===== src/verilog/pbp_consts.vh =====
// Register indices, field positions and reset values of the PWM brake and prescaler block
`ifndef PBP_CONSTS_VH
`define PBP_CONSTS_VH

// ----------------------------------------------------------------
// Register indices (byte address is four times the index)
// ----------------------------------------------------------------
`define PBP_IDX_MAIN_CTRL 8'hdc
`define PBP_IDX_BRAKE_CTRL 8'hdf
`define PBP_IDX_FLAG_PRESCALE 8'hd7
`define PBP_IDX_INT_STATUS 8'he0
`define PBP_IDX_INT_MASK 8'he1

// ----------------------------------------------------------------
// Field positions
// ----------------------------------------------------------------
`define PBP_MAIN_RUN_BIT 7
`define PBP_BRK_HALT_SEL_BIT 7
`define PBP_BRK_POL_BIT 6
`define PBP_BRK_PIN_SEL_BIT 5
`define PBP_BRK_EN_BIT 4
`define PBP_BRK_LEVEL_MSB 3
`define PBP_BRK_LEVEL_LSB 0
`define PBP_FP_DIV_MSB 3
`define PBP_FP_DIV_LSB 2
`define PBP_FP_FLAG_BIT 0
`define PBP_INT_BRAKE_BIT 0

// ----------------------------------------------------------------
// Reset values
// ----------------------------------------------------------------
`define PBP_RST_MAIN_CTRL 8'h00
`define PBP_RST_BRAKE_CTRL 8'h00
`define PBP_RST_FLAG_PRESCALE 8'h00
`define PBP_RST_INT_MASK 8'h00

// ----------------------------------------------------------------
// Prescaler terminal counts (divide minus one)
// ----------------------------------------------------------------
`define PBP_DIV1_LAST 4'h0
`define PBP_DIV2_LAST 4'h1
`define PBP_DIV4_LAST 4'h3
`define PBP_DIV16_LAST 4'hf

`endif


===== src/verilog/pbp_top.v =====
// PWM brake selection, brake output forcing, brake flag, interrupt and clock prescaler
`include "pbp_consts.vh"
`timescale 1ns/1ns
`default_nettype none

module pbp_top #(
    parameter NUM_OUT = 4,
    parameter ADDR_W = 10
) (
    input wire SYS_CLK_I,                 // System clock, 250 MHz
    input wire RST_I,                     // Asynchronous reset, active high
    input wire CE_I,                      // Clock enable, freezes all state when low
    input wire PSEL_I,                    // APB select
    input wire PENABLE_I,                 // APB enable
    input wire PWRITE_I,                  // APB direction, high for write
    input wire [ADDR_W-1:0] PADDR_I,      // APB byte address
    input wire [31:0] PWDATA_I,           // APB write data
    output wire [31:0] PRDATA_O,          // APB read data
    output wire PREADY_O,                 // APB ready
    output wire PSLVERR_O,                // APB error, unmapped address
    input wire BRAKE_INPUT_PIN_I,         // External brake pin, asynchronous
    input wire [NUM_OUT-1:0] PWM_RAW_I,   // Outputs of the compare logic
    output wire [NUM_OUT-1:0] PWM_O,      // PWM outputs after brake forcing
    output wire BRAKE_O,                  // Brake currently asserted
    output wire RUN_O,                    // Counter run bit
    output wire PWM_CLK_EN_O,             // Prescaled PWM clock enable pulse
    output wire IRQ_O                     // Brake interrupt, level
);

    // ----------------------------------------------------------------
    // Functions
    // ----------------------------------------------------------------
    function [3:0] div_last;
        input [1:0] sel;
        begin
            case (sel)
                2'h0: div_last = `PBP_DIV1_LAST;
                2'h1: div_last = `PBP_DIV2_LAST;
                2'h2: div_last = `PBP_DIV4_LAST;
                default: div_last = `PBP_DIV16_LAST;
            endcase
        end
    endfunction

    function match_idx;
        input [ADDR_W-1:0] addr;
        input [7:0] idx;
        begin
            match_idx = (addr == {idx, 2'b00});
        end
    endfunction

    // ----------------------------------------------------------------
    // Declarations
    // ----------------------------------------------------------------
    reg pin_s1_r;
    reg pin_s2_r;
    reg pin_s3_r;
    reg pin_lvl_r;
    reg run_r;
    reg run_nxt;
    reg [7:0] brk_ctrl_r;
    reg [7:0] brk_ctrl_nxt;
    reg flag_r;
    reg flag_nxt;
    reg [1:0] div_sel_r;
    reg [1:0] div_sel_nxt;
    reg int_stat_r;
    reg int_stat_nxt;
    reg int_mask_r;
    reg int_mask_nxt;
    reg pin_brake_d_r;
    reg brake_r;
    reg [NUM_OUT-1:0] pwm_r;
    reg [3:0] pre_cnt_r;
    reg [3:0] pre_cnt_nxt;
    reg clk_en_r;
    reg clk_en_nxt;
    reg irq_r;
    reg pready_r;
    reg pslverr_r;
    reg [31:0] prdata_r;
    reg [31:0] rdata_nxt;
    reg hit_nxt;
    wire access;
    wire wr_fire;
    wire brk_en;
    wire halt_sel;
    wire pin_sel;
    wire pin_active;
    wire pin_brake;
    wire brake_nxt;
    wire [NUM_OUT-1:0] pwm_nxt;
    wire [3:0] last;
    localparam [7:0] RST_MAIN = `PBP_RST_MAIN_CTRL;
    localparam [7:0] RST_FP = `PBP_RST_FLAG_PRESCALE;
    localparam [7:0] RST_MASK = `PBP_RST_INT_MASK;

    // ----------------------------------------------------------------
    // Brake pin synchroniser
    // ----------------------------------------------------------------
    // three flops, level taken when last two agree
    always @(posedge SYS_CLK_I or posedge RST_I)
    begin
        if (RST_I)
        begin
            pin_s1_r <= 1'b0;
            pin_s2_r <= 1'b0;
            pin_s3_r <= 1'b0;
            pin_lvl_r <= 1'b0;
        end
        else if (CE_I)
        begin
            pin_s1_r <= BRAKE_INPUT_PIN_I;
            pin_s2_r <= pin_s1_r;
            pin_s3_r <= pin_s2_r;
            if (pin_s2_r == pin_s3_r)
            begin
                pin_lvl_r <= pin_s3_r;
            end
        end
    end

    // ----------------------------------------------------------------
    // Brake condition
    // ----------------------------------------------------------------
    assign brk_en = brk_ctrl_r[`PBP_BRK_EN_BIT];
    assign halt_sel = brk_ctrl_r[`PBP_BRK_HALT_SEL_BIT];
    assign pin_sel = brk_ctrl_r[`PBP_BRK_PIN_SEL_BIT];
    assign pin_active = (pin_lvl_r == brk_ctrl_r[`PBP_BRK_POL_BIT]);
    assign pin_brake = brk_en & pin_sel & ~halt_sel & pin_active;
    // both selects set gives no brake
    assign brake_nxt = brk_en & ((~pin_sel & ~halt_sel) | (~pin_sel & halt_sel & ~run_r) | pin_brake);

    // ----------------------------------------------------------------
    // Output forcing
    // ----------------------------------------------------------------
    genvar g;
    generate
        for (g = 0; g < NUM_OUT; g = g + 1)
        begin : gen_out
            assign pwm_nxt[g] = brake_nxt ? brk_ctrl_r[`PBP_BRK_LEVEL_LSB + g] : PWM_RAW_I[g];
        end
    endgenerate

    // ----------------------------------------------------------------
    // APB access
    // ----------------------------------------------------------------
    assign access = PSEL_I & PENABLE_I;
    assign wr_fire = access & pready_r & PWRITE_I;

    // Read mux and address decode
    always @*
    begin
        rdata_nxt = 32'h0000_0000;
        hit_nxt = 1'b1;
        if (match_idx(PADDR_I, `PBP_IDX_MAIN_CTRL))
        begin
            rdata_nxt[`PBP_MAIN_RUN_BIT] = run_r;
        end
        else if (match_idx(PADDR_I, `PBP_IDX_BRAKE_CTRL))
        begin
            rdata_nxt[7:0] = brk_ctrl_r;
        end
        else if (match_idx(PADDR_I, `PBP_IDX_FLAG_PRESCALE))
        begin
            rdata_nxt[`PBP_FP_DIV_MSB:`PBP_FP_DIV_LSB] = div_sel_r;
            rdata_nxt[`PBP_FP_FLAG_BIT] = flag_r;
        end
        else if (match_idx(PADDR_I, `PBP_IDX_INT_STATUS))
        begin
            rdata_nxt[`PBP_INT_BRAKE_BIT] = int_stat_r;
        end
        else if (match_idx(PADDR_I, `PBP_IDX_INT_MASK))
        begin
            rdata_nxt[`PBP_INT_BRAKE_BIT] = int_mask_r;
        end
        else
        begin
            hit_nxt = 1'b0;
        end
    end

    // ----------------------------------------------------------------
    // Register next values
    // ----------------------------------------------------------------
    always @*
    begin
        run_nxt = run_r;
        brk_ctrl_nxt = brk_ctrl_r;
        flag_nxt = flag_r;
        div_sel_nxt = div_sel_r;
        int_stat_nxt = int_stat_r;
        int_mask_nxt = int_mask_r;
        if (wr_fire)
        begin
            if (match_idx(PADDR_I, `PBP_IDX_MAIN_CTRL))
            begin
                run_nxt = PWDATA_I[`PBP_MAIN_RUN_BIT];
            end
            else if (match_idx(PADDR_I, `PBP_IDX_BRAKE_CTRL))
            begin
                brk_ctrl_nxt = PWDATA_I[7:0];
            end
            else if (match_idx(PADDR_I, `PBP_IDX_FLAG_PRESCALE))
            begin
                div_sel_nxt = PWDATA_I[`PBP_FP_DIV_MSB:`PBP_FP_DIV_LSB];
                flag_nxt = PWDATA_I[`PBP_FP_FLAG_BIT];
            end
            else if (match_idx(PADDR_I, `PBP_IDX_INT_STATUS))
            begin
                if (PWDATA_I[`PBP_INT_BRAKE_BIT])
                begin
                    int_stat_nxt = 1'b0;
                end
            end
            else if (match_idx(PADDR_I, `PBP_IDX_INT_MASK))
            begin
                int_mask_nxt = PWDATA_I[`PBP_INT_BRAKE_BIT];
            end
        end
        // pin brake clears run, wins over write
        if (pin_brake)
        begin
            run_nxt = 1'b0;
        end
        if (pin_brake)
        begin
            flag_nxt = 1'b1;
        end
        // new pin brake raises interrupt status
        if (pin_brake & ~pin_brake_d_r)
        begin
            int_stat_nxt = 1'b1;
        end
    end

    // ----------------------------------------------------------------
    // Prescaler
    // ----------------------------------------------------------------
    assign last = div_last(div_sel_r);

    always @*
    begin
        pre_cnt_nxt = 4'h0;
        clk_en_nxt = 1'b0;
        // counter held at zero while halted
        if (run_r)
        begin
            if (pre_cnt_r >= last)
            begin
                clk_en_nxt = 1'b1;
            end
            else
            begin
                pre_cnt_nxt = pre_cnt_r + 4'h1;
            end
        end
    end

    // ----------------------------------------------------------------
    // State registers
    // ----------------------------------------------------------------
    always @(posedge SYS_CLK_I or posedge RST_I)
    begin
        if (RST_I)
        begin
            run_r <= RST_MAIN[`PBP_MAIN_RUN_BIT];
            brk_ctrl_r <= `PBP_RST_BRAKE_CTRL;
            flag_r <= RST_FP[`PBP_FP_FLAG_BIT];
            div_sel_r <= RST_FP[`PBP_FP_DIV_MSB:`PBP_FP_DIV_LSB];
            int_stat_r <= 1'b0;
            int_mask_r <= RST_MASK[`PBP_INT_BRAKE_BIT];
            pin_brake_d_r <= 1'b0;
            brake_r <= 1'b0;
            pwm_r <= {NUM_OUT{1'b0}};
            pre_cnt_r <= 4'h0;
            clk_en_r <= 1'b0;
            irq_r <= 1'b0;
            pready_r <= 1'b0;
            pslverr_r <= 1'b0;
            prdata_r <= 32'h0000_0000;
        end
        else if (CE_I)
        begin
            run_r <= run_nxt;
            brk_ctrl_r <= brk_ctrl_nxt;
            flag_r <= flag_nxt;
            div_sel_r <= div_sel_nxt;
            int_stat_r <= int_stat_nxt;
            int_mask_r <= int_mask_nxt;
            pin_brake_d_r <= pin_brake;
            brake_r <= brake_nxt;
            pwm_r <= pwm_nxt;
            pre_cnt_r <= pre_cnt_nxt;
            clk_en_r <= clk_en_nxt;
            irq_r <= int_stat_nxt & int_mask_nxt;
            // One wait state, ready for a single cycle
            pready_r <= access & ~pready_r;
            if (access & ~pready_r)
            begin
                pslverr_r <= ~hit_nxt;
                prdata_r <= PWRITE_I ? 32'h0000_0000 : rdata_nxt;
            end
            else
            begin
                pslverr_r <= 1'b0;
                prdata_r <= 32'h0000_0000;
            end
        end
    end

    // ----------------------------------------------------------------
    // Outputs
    // ----------------------------------------------------------------
    assign PRDATA_O = prdata_r;
    assign PREADY_O = pready_r;
    assign PSLVERR_O = pslverr_r;
    assign PWM_O = pwm_r;
    assign BRAKE_O = brake_r;
    assign RUN_O = run_r;
    assign PWM_CLK_EN_O = clk_en_r;
    assign IRQ_O = irq_r;

endmodule

`default_nettype wire


===== config.mk =====
export PLATFORM = sky130hd
export DESIGN_NAME = pbp_top
export DESIGN_NICKNAME = d
export VERILOG_FILES = /design/src/verilog/pbp_top.v
export VERILOG_INCLUDE_DIRS = /design/src /design/src/verilog
export SDC_FILE = /design/constraint.sdc
export NUM_CORES = 1
export LEC_CHECK = 0
export ABC_CLOCK_PERIOD_IN_PS = 6450
export BUFFER_PORTS_ARGS = -buffer_cell sky130_fd_sc_hd__buf_2
export CAP_MARGIN = 20
export CELL_PAD_IN_SITES_DETAIL_PLACEMENT = 1
export CELL_PAD_IN_SITES_GLOBAL_PLACEMENT = 1
export CORE_MARGIN = 1.5
export CORE_UTILIZATION = 35
export CTS_CLUSTER_SIZE = 16
export DETAILED_ROUTE_END_ITERATION = 10
export GPL_ROUTABILITY_DRIVEN = 0
export PLACE_DENSITY_LB_ADDON = 0.1
export SETUP_SLACK_MARGIN = 0.5
export SLEW_MARGIN = 10
export SYNTH_ARGS = -nofsm -noshare
export SYNTH_HDL_FRONTEND = slang
export SYNTH_SLANG_ARGS = --single-unit

===== constraint.sdc =====
create_clock -name SYS_CLK_I -period 6.45 [get_ports SYS_CLK_I]
set_input_delay 0.3225 -clock SYS_CLK_I [delete_from_list [all_inputs] [get_ports SYS_CLK_I]]
set_output_delay 0.3225 -clock SYS_CLK_I [all_outputs]
set_load 0.005 [all_outputs]

---- Yosys cells after proc, flatten, opt, wreduce, memory -nomap -nowiden ----
Index checks and enable logic that the tools add are counted.
cells by class
  magnitude comparators ................... 1
  bitwise logic cells ..................... 23
  equal/unequal tests ..................... 11
  add/subtract/negate cells ............... 1
  mux-type cells .......................... 48
  reduce and logical (&&, ||, !) cells .... 9
operator list
  kind                                            number
  == test 10 bit (second input constant)          5
  2-to-1 mux 1 bit                                39
  2-to-1 mux 8 bit                                2
  AND 1 bit                                       13
  2-to-1 mux 4 bit                                3
  case mux 4 bit (3 select lines)                 1
  AND reduction 5 bit                             2
  NOT 1 bit                                       8
  2-to-1 mux 7 bit                                1
  nonzero test 2 bit                              3
  adder 4 x 1 -> 4 bit (second input constant)    1
  >= comparator 4 bit                             1
  2-to-1 mux 2 bit                                2
  != test 2 bit (second input constant)           2
  AND reduction 4 bit                             1
  AND reduction 3 bit                             1
  == test 1 bit                                   2
  == test 2 x 1 -> 1 bit (second input constant)  1
  == test 2 bit (second input constant)           1
  zero test 2 bit                                 1
  OR 1 bit                                        2
  AND reduction 2 bit                             1
word-level totals
  logic and storage cells ................. 112
  output and inout bits ................... 42
  register bits ........................... 64
  input bits .............................. 53

---- Depth between registers and ports, before layout ----
  depth after elaboration ................. 8
  gate-level depth with buffers ........... 6
  mapped depth without buffers ............ 6

---- Worst setup path before layout ----
Ideal clock, no wire load.
  path kind ............................... register to register
  start point ............................. register div_sel_r[1]
  end point ............................... register pre_cnt_r[2]
  required time ........................... 6.334 ns
  stages on the path, launching flop included .. 7
  path buffers ............................ 0
  arrival time ............................ 1.902 ns
  setup time .............................. 0.116 ns
  setup slack ............................. 4.432 ns
  clock period less this slack ............ 2.018 ns
  path through ............................ dfrtp_1 or2_2 ha_1 nand2b_4 a2111oi_4 o21ai_0 o311ai_0
between the ends
  word-level cells in the longest chain between the ends .. 5
  elaborated cells on any way between the ends .. 7
  those cells by class .................... order compare: 1; eq/ne: 2; mux: 3; reduce/logical: 1
ends and longest elaborated chain
  item                                   RTL line       text
  from (decl)                            pbp_top.v:66   reg [1:0] div_sel_r;
  from (signal assigned)                 pbp_top.v:271  div_sel_r <= RST_FP[`PBP_FP_DIV_MSB:`PBP_FP_DIV_LSB];
  from (signal assigned)                 pbp_top.v:289  div_sel_r <= div_sel_nxt;
  == test 2 bit (tied with other cells)  pbp_top.v:36   case (sel)
  case mux 4 bit (3 select lines) *      pbp_top.v:36
  >= comparator 4 bit *                  pbp_top.v:250  if (pre_cnt_r >= last)
  2-to-1 mux 4 bit *                     pbp_top.v:250
  2-to-1 mux 4 bit *                     pbp_top.v:248  if (run_r)
  to (signal assigned)                   pbp_top.v:295  pre_cnt_r <= pre_cnt_nxt;
  to (decl)                              pbp_top.v:75   reg [3:0] pre_cnt_r;
Every way passes the cells marked *; elsewhere a longest branch is shown, timed or not.
A chain may end at the register's enable or synchronous reset.

---- Worst setup path after layout ----
Ends and elaborated chain as after synthesis.

==> metrics.log <==
INFO  metric result_of_the_run = complete, no violations
INFO  metric die_width = 83.80 um
INFO  metric final_routed_drc_violation_total = 0
INFO  metric cts_root_buf = sky130_fd_sc_hd__clkbuf_8
INFO  metric rr_endpoint = pre_cnt_r[2]
INFO  metric max-cap-violations = 0
INFO  metric endpoint_kind = register
INFO  metric p_per_area = 207.0 nW/um^2
INFO  metric setup_viol = 0
INFO  metric grt_antenna_before_repair = 0
INFO  metric syn-cell-area = 2285 um^2
INFO  metric post_cts.repair.setup_buffers = 0
INFO  metric dpl_cell_area = 2494 um^2
INFO  metric shortest_period_the_worst_path_allows = 2.245 ns
INFO  metric height_of_the_die = 83.80 um
INFO  metric synth_ff_type = sky130_fd_sc_hd__dfrtp_1
INFO  metric timing.fmax = 445.4 MHz
INFO  metric avgSynthCellArea = 11.04 um^2
INFO  metric startpoint_type = register
INFO  metric crit_start = div_sel_r[1]
INFO  metric grt_start_max_net_pins = 41
INFO  metric ys_warn_count = 0
INFO  metric postSynthCellCount = 207
INFO  metric final_layout_size_suffix_gt1_share = 31.10%
INFO  metric worstMarginPinSlew = 0.6549 ns
INFO  metric first_pass_grt_wire_length = 8514 um
INFO  metric synth_enable_flop_cells = 0
INFO  metric port_buffers = 46
INFO  metric power = 0.5403 mW
INFO  metric core_region_area = 6314 um^2
INFO  metric clock_network_latency_to_the_later_pin_of_the_worst_skew_pair = 0.30 ns
INFO  metric routed_wire_length_per_instance = 15.48 um
INFO  metric fp.dieArea = 7022 um^2
INFO  metric regToRegStartpoint = div_sel_r[1]
INFO  metric ctsHtreeMaxLevel = 2
INFO  metric global_route_total_overflow = 0
INFO  metric placement_rows = 29
INFO  metric clock_tree.buffer_depth = 2
INFO  metric use_met1 = 21.84%
INFO  metric syn2layout_area_growth = 14.24%
INFO  metric setup.worst_path.class = reg -> reg
INFO  metric finalWirelength = 5123 um
INFO  metric synth.ff_latch_count = 40
INFO  metric cts.reportedPaths.clkPinSlew = 0.08 ns
INFO  metric required = 6.64 ns
INFO  metric maxSlewHeadroom = 56.29%
INFO  metric post-route-worst-setup-slack = 4.205 ns
INFO  metric pre_cts_setup_slack = 4.212 ns
INFO  metric initial_utilization = 36.19%
INFO  metric antenna_cells_inserted = 0
INFO  metric timing.critical_path.fanout_max = 5
INFO  metric finish.instance_area = 2610 um^2
INFO  metric cts_made_buffers = 5
INFO  metric fin_nets = 311
INFO  metric peakVddDrop = 107.7 uV
INFO  metric antenna_violating_nets_post_route = 0
INFO  metric cts_tree = yes
INFO  metric cts_sinks = 40
INFO  metric gr-usage-met2 = 23.68%
INFO  metric critPathCapture = pre_cnt_r[2]
INFO  metric worst_clock_skew = 0.008046 ns
INFO  metric share_of_async_settable_or_async_resettable_flops_after_synthesis = 100.0%
INFO  metric setup_repair_after_global_routing_missed_its_margin = false
INFO  metric design.portCount = 95
INFO  metric reg2reg_slack = 4.20 ns
INFO  metric drv_slew = 0
INFO  metric yosysSeqAreaShare = 43.81%
INFO  metric grtUsageMet3 = 3.165%
INFO  metric hold_path_class = in -> async
INFO  metric dp_cells = 323
INFO  metric final-hold-violation-count = 0
INFO  metric post_cts_hold_buffer_count = 0
INFO  metric postCtsResizedCells = 0
INFO  metric cp.arrival = 2.43 ns
INFO  metric global_route.usage.total = 15.36%
INFO  metric grt_most_used_layer = met2
INFO  metric ys_types = 59
INFO  metric number_of_global_route_vias_before_repair = 1,668
INFO  metric period_share = 34.81%
INFO  metric timing.reg2reg.worst_path_depth = 6
INFO  metric fin_tns_setup = 0 ns
INFO  metric layoutNonFillerInstCount = 331
INFO  metric power.static_leakage = 1.278 nW
INFO  metric vias_per_cell = 5.015
INFO  metric vias = 1,660
INFO  metric drtPass1Iterations = 4
INFO  metric initialDrtViolationCount = 48
INFO  metric detailedPlacementHpwl = 3688 um
==> worst min-delay path by stage <==
stage,slack (ns),startpoint,endpoint,depth (start not counted)
4_1_cts,0.15,RST_I,PRDATA_O[6],3
2_1_floorplan,0.44,pin_brake_d_r,int_stat_r,1
3_5_place_dp,0.47,pin_brake_d_r,int_stat_r,1
6_report,0.14,RST_I,PWM_O[1],3
3_3_place_gp,0.46,pin_brake_d_r,int_stat_r,1
5_1_grt,0.20,RST_I,PWM_O[1],3
==> logic make-up after synthesis <==
group | after synthesis | synth area share, %
fa+ha+maj | 5 | 2.738
flops | 40 | 43.81
mux | 22 | 10.35
other cells | 1 | 0.1641
simple gates | 50 | 15.55
buf+inv | 43 | 11.39
compound gates | 44 | 15.23
xor+xnor | 2 | 0.7668
==> layout by cell type (no fill, tap or decap), types with 2 or more instances in the layout <==
cell and instances:
sky130_fd_sc_hd__clkinv_4 2, sky130_fd_sc_hd__buf_2 46, sky130_fd_sc_hd__o221ai_1 2, sky130_fd_sc_hd__inv_1 11, sky130_fd_sc_hd__nand2_1 8, sky130_fd_sc_hd__mux2i_1 9
sky130_fd_sc_hd__nor2_1 7, sky130_fd_sc_hd__o2111ai_1 2, sky130_fd_sc_hd__and2_1 2, sky130_fd_sc_hd__ha_1 5, sky130_fd_sc_hd__nand4_1 3, sky130_fd_sc_hd__and4_1 2
sky130_fd_sc_hd__a31oi_1 3, sky130_fd_sc_hd__conb_1 24, sky130_fd_sc_hd__buf_4 2, sky130_fd_sc_hd__clkbuf_8 5, sky130_fd_sc_hd__and3_1 2, sky130_fd_sc_hd__a22o_1 4
sky130_fd_sc_hd__nand3_1 6, sky130_fd_sc_hd__a21oi_1 6, sky130_fd_sc_hd__a32o_1 2, sky130_fd_sc_hd__o2bb2ai_1 4, sky130_fd_sc_hd__mux2_2 12, sky130_fd_sc_hd__o21ai_0 8
sky130_fd_sc_hd__dfrtp_1 40, sky130_fd_sc_hd__o211ai_1 2, sky130_fd_sc_hd__nor2b_1 3
==> through the flow <==
step / util [%] / hold slack [ns]
after floorplan: - / 0.4383
final: 41.34 / 0.1398
after global routing: 41.34 / 0.1981
after CTS: 41.34 / 0.1534
after detailed placement: 39.50 / 0.4655
after global placement: 39.50 / 0.4574
==> critical path, stage by stage, from the launching register on <==
cell	delay, ns
sky130_fd_sc_hd__dfrtp_1	0.43
sky130_fd_sc_hd__or2_2	0.31
sky130_fd_sc_hd__ha_1	0.27
sky130_fd_sc_hd__nand2b_4	0.15
sky130_fd_sc_hd__a2111oi_4	0.47
sky130_fd_sc_hd__o21ai_0	0.21
sky130_fd_sc_hd__o311ai_0	0.30
==> synth_stat cells (all sizes together), types with 4 or more instances <==
master,n,area [um^2]
dfrtp,40,1001
a21oi,6,30.03
clkbuf,5,18.77
o21ai,8,40.04
buf,27,200.2
a22o,4,35.03
mux2i,9,90.09
nand3,7,40.04
mux2,13,146.4
nand2,8,30.03
inv,11,41.29
nand4,4,40.04
o2bb2ai,4,35.03
nor2,7,26.28
ha,5,62.56
==> sequential cells by signal (all words and copies together), names as in the netlist, 2 cells and up <==
signal and count:
div_sel_r 2, brk_ctrl_r 8, PRDATA_O 8, pre_cnt_r 4, PWM_O 4
==> power breakdown <==
group          internal (mW)  switching (mW)  total [mW]  leakage (nW)
Clock                  0.117          0.0993       0.216        0.0583
Sequential             0.260         0.00676       0.267         0.527
Combinational         0.0217          0.0360      0.0578         0.693
==> area by class of cell <==
type                    instances  area (um^2)
flip-flops and latches         40         1001
well taps                      77        96.34
fillers                       751         3704
inverters                      11        41.29
clock buffers                   5        68.82
clock inverters                 3        47.55
repair buffers                 48        245.2
multi-input cells             147         1110
==> layer usage <==
layer	share of wire, %	routed length (um)
met1	49	2494
met4	1.2	61
met3	3.6	183
met5	0	0
met2	47	2384
Power figures use the tool's default switching activity.
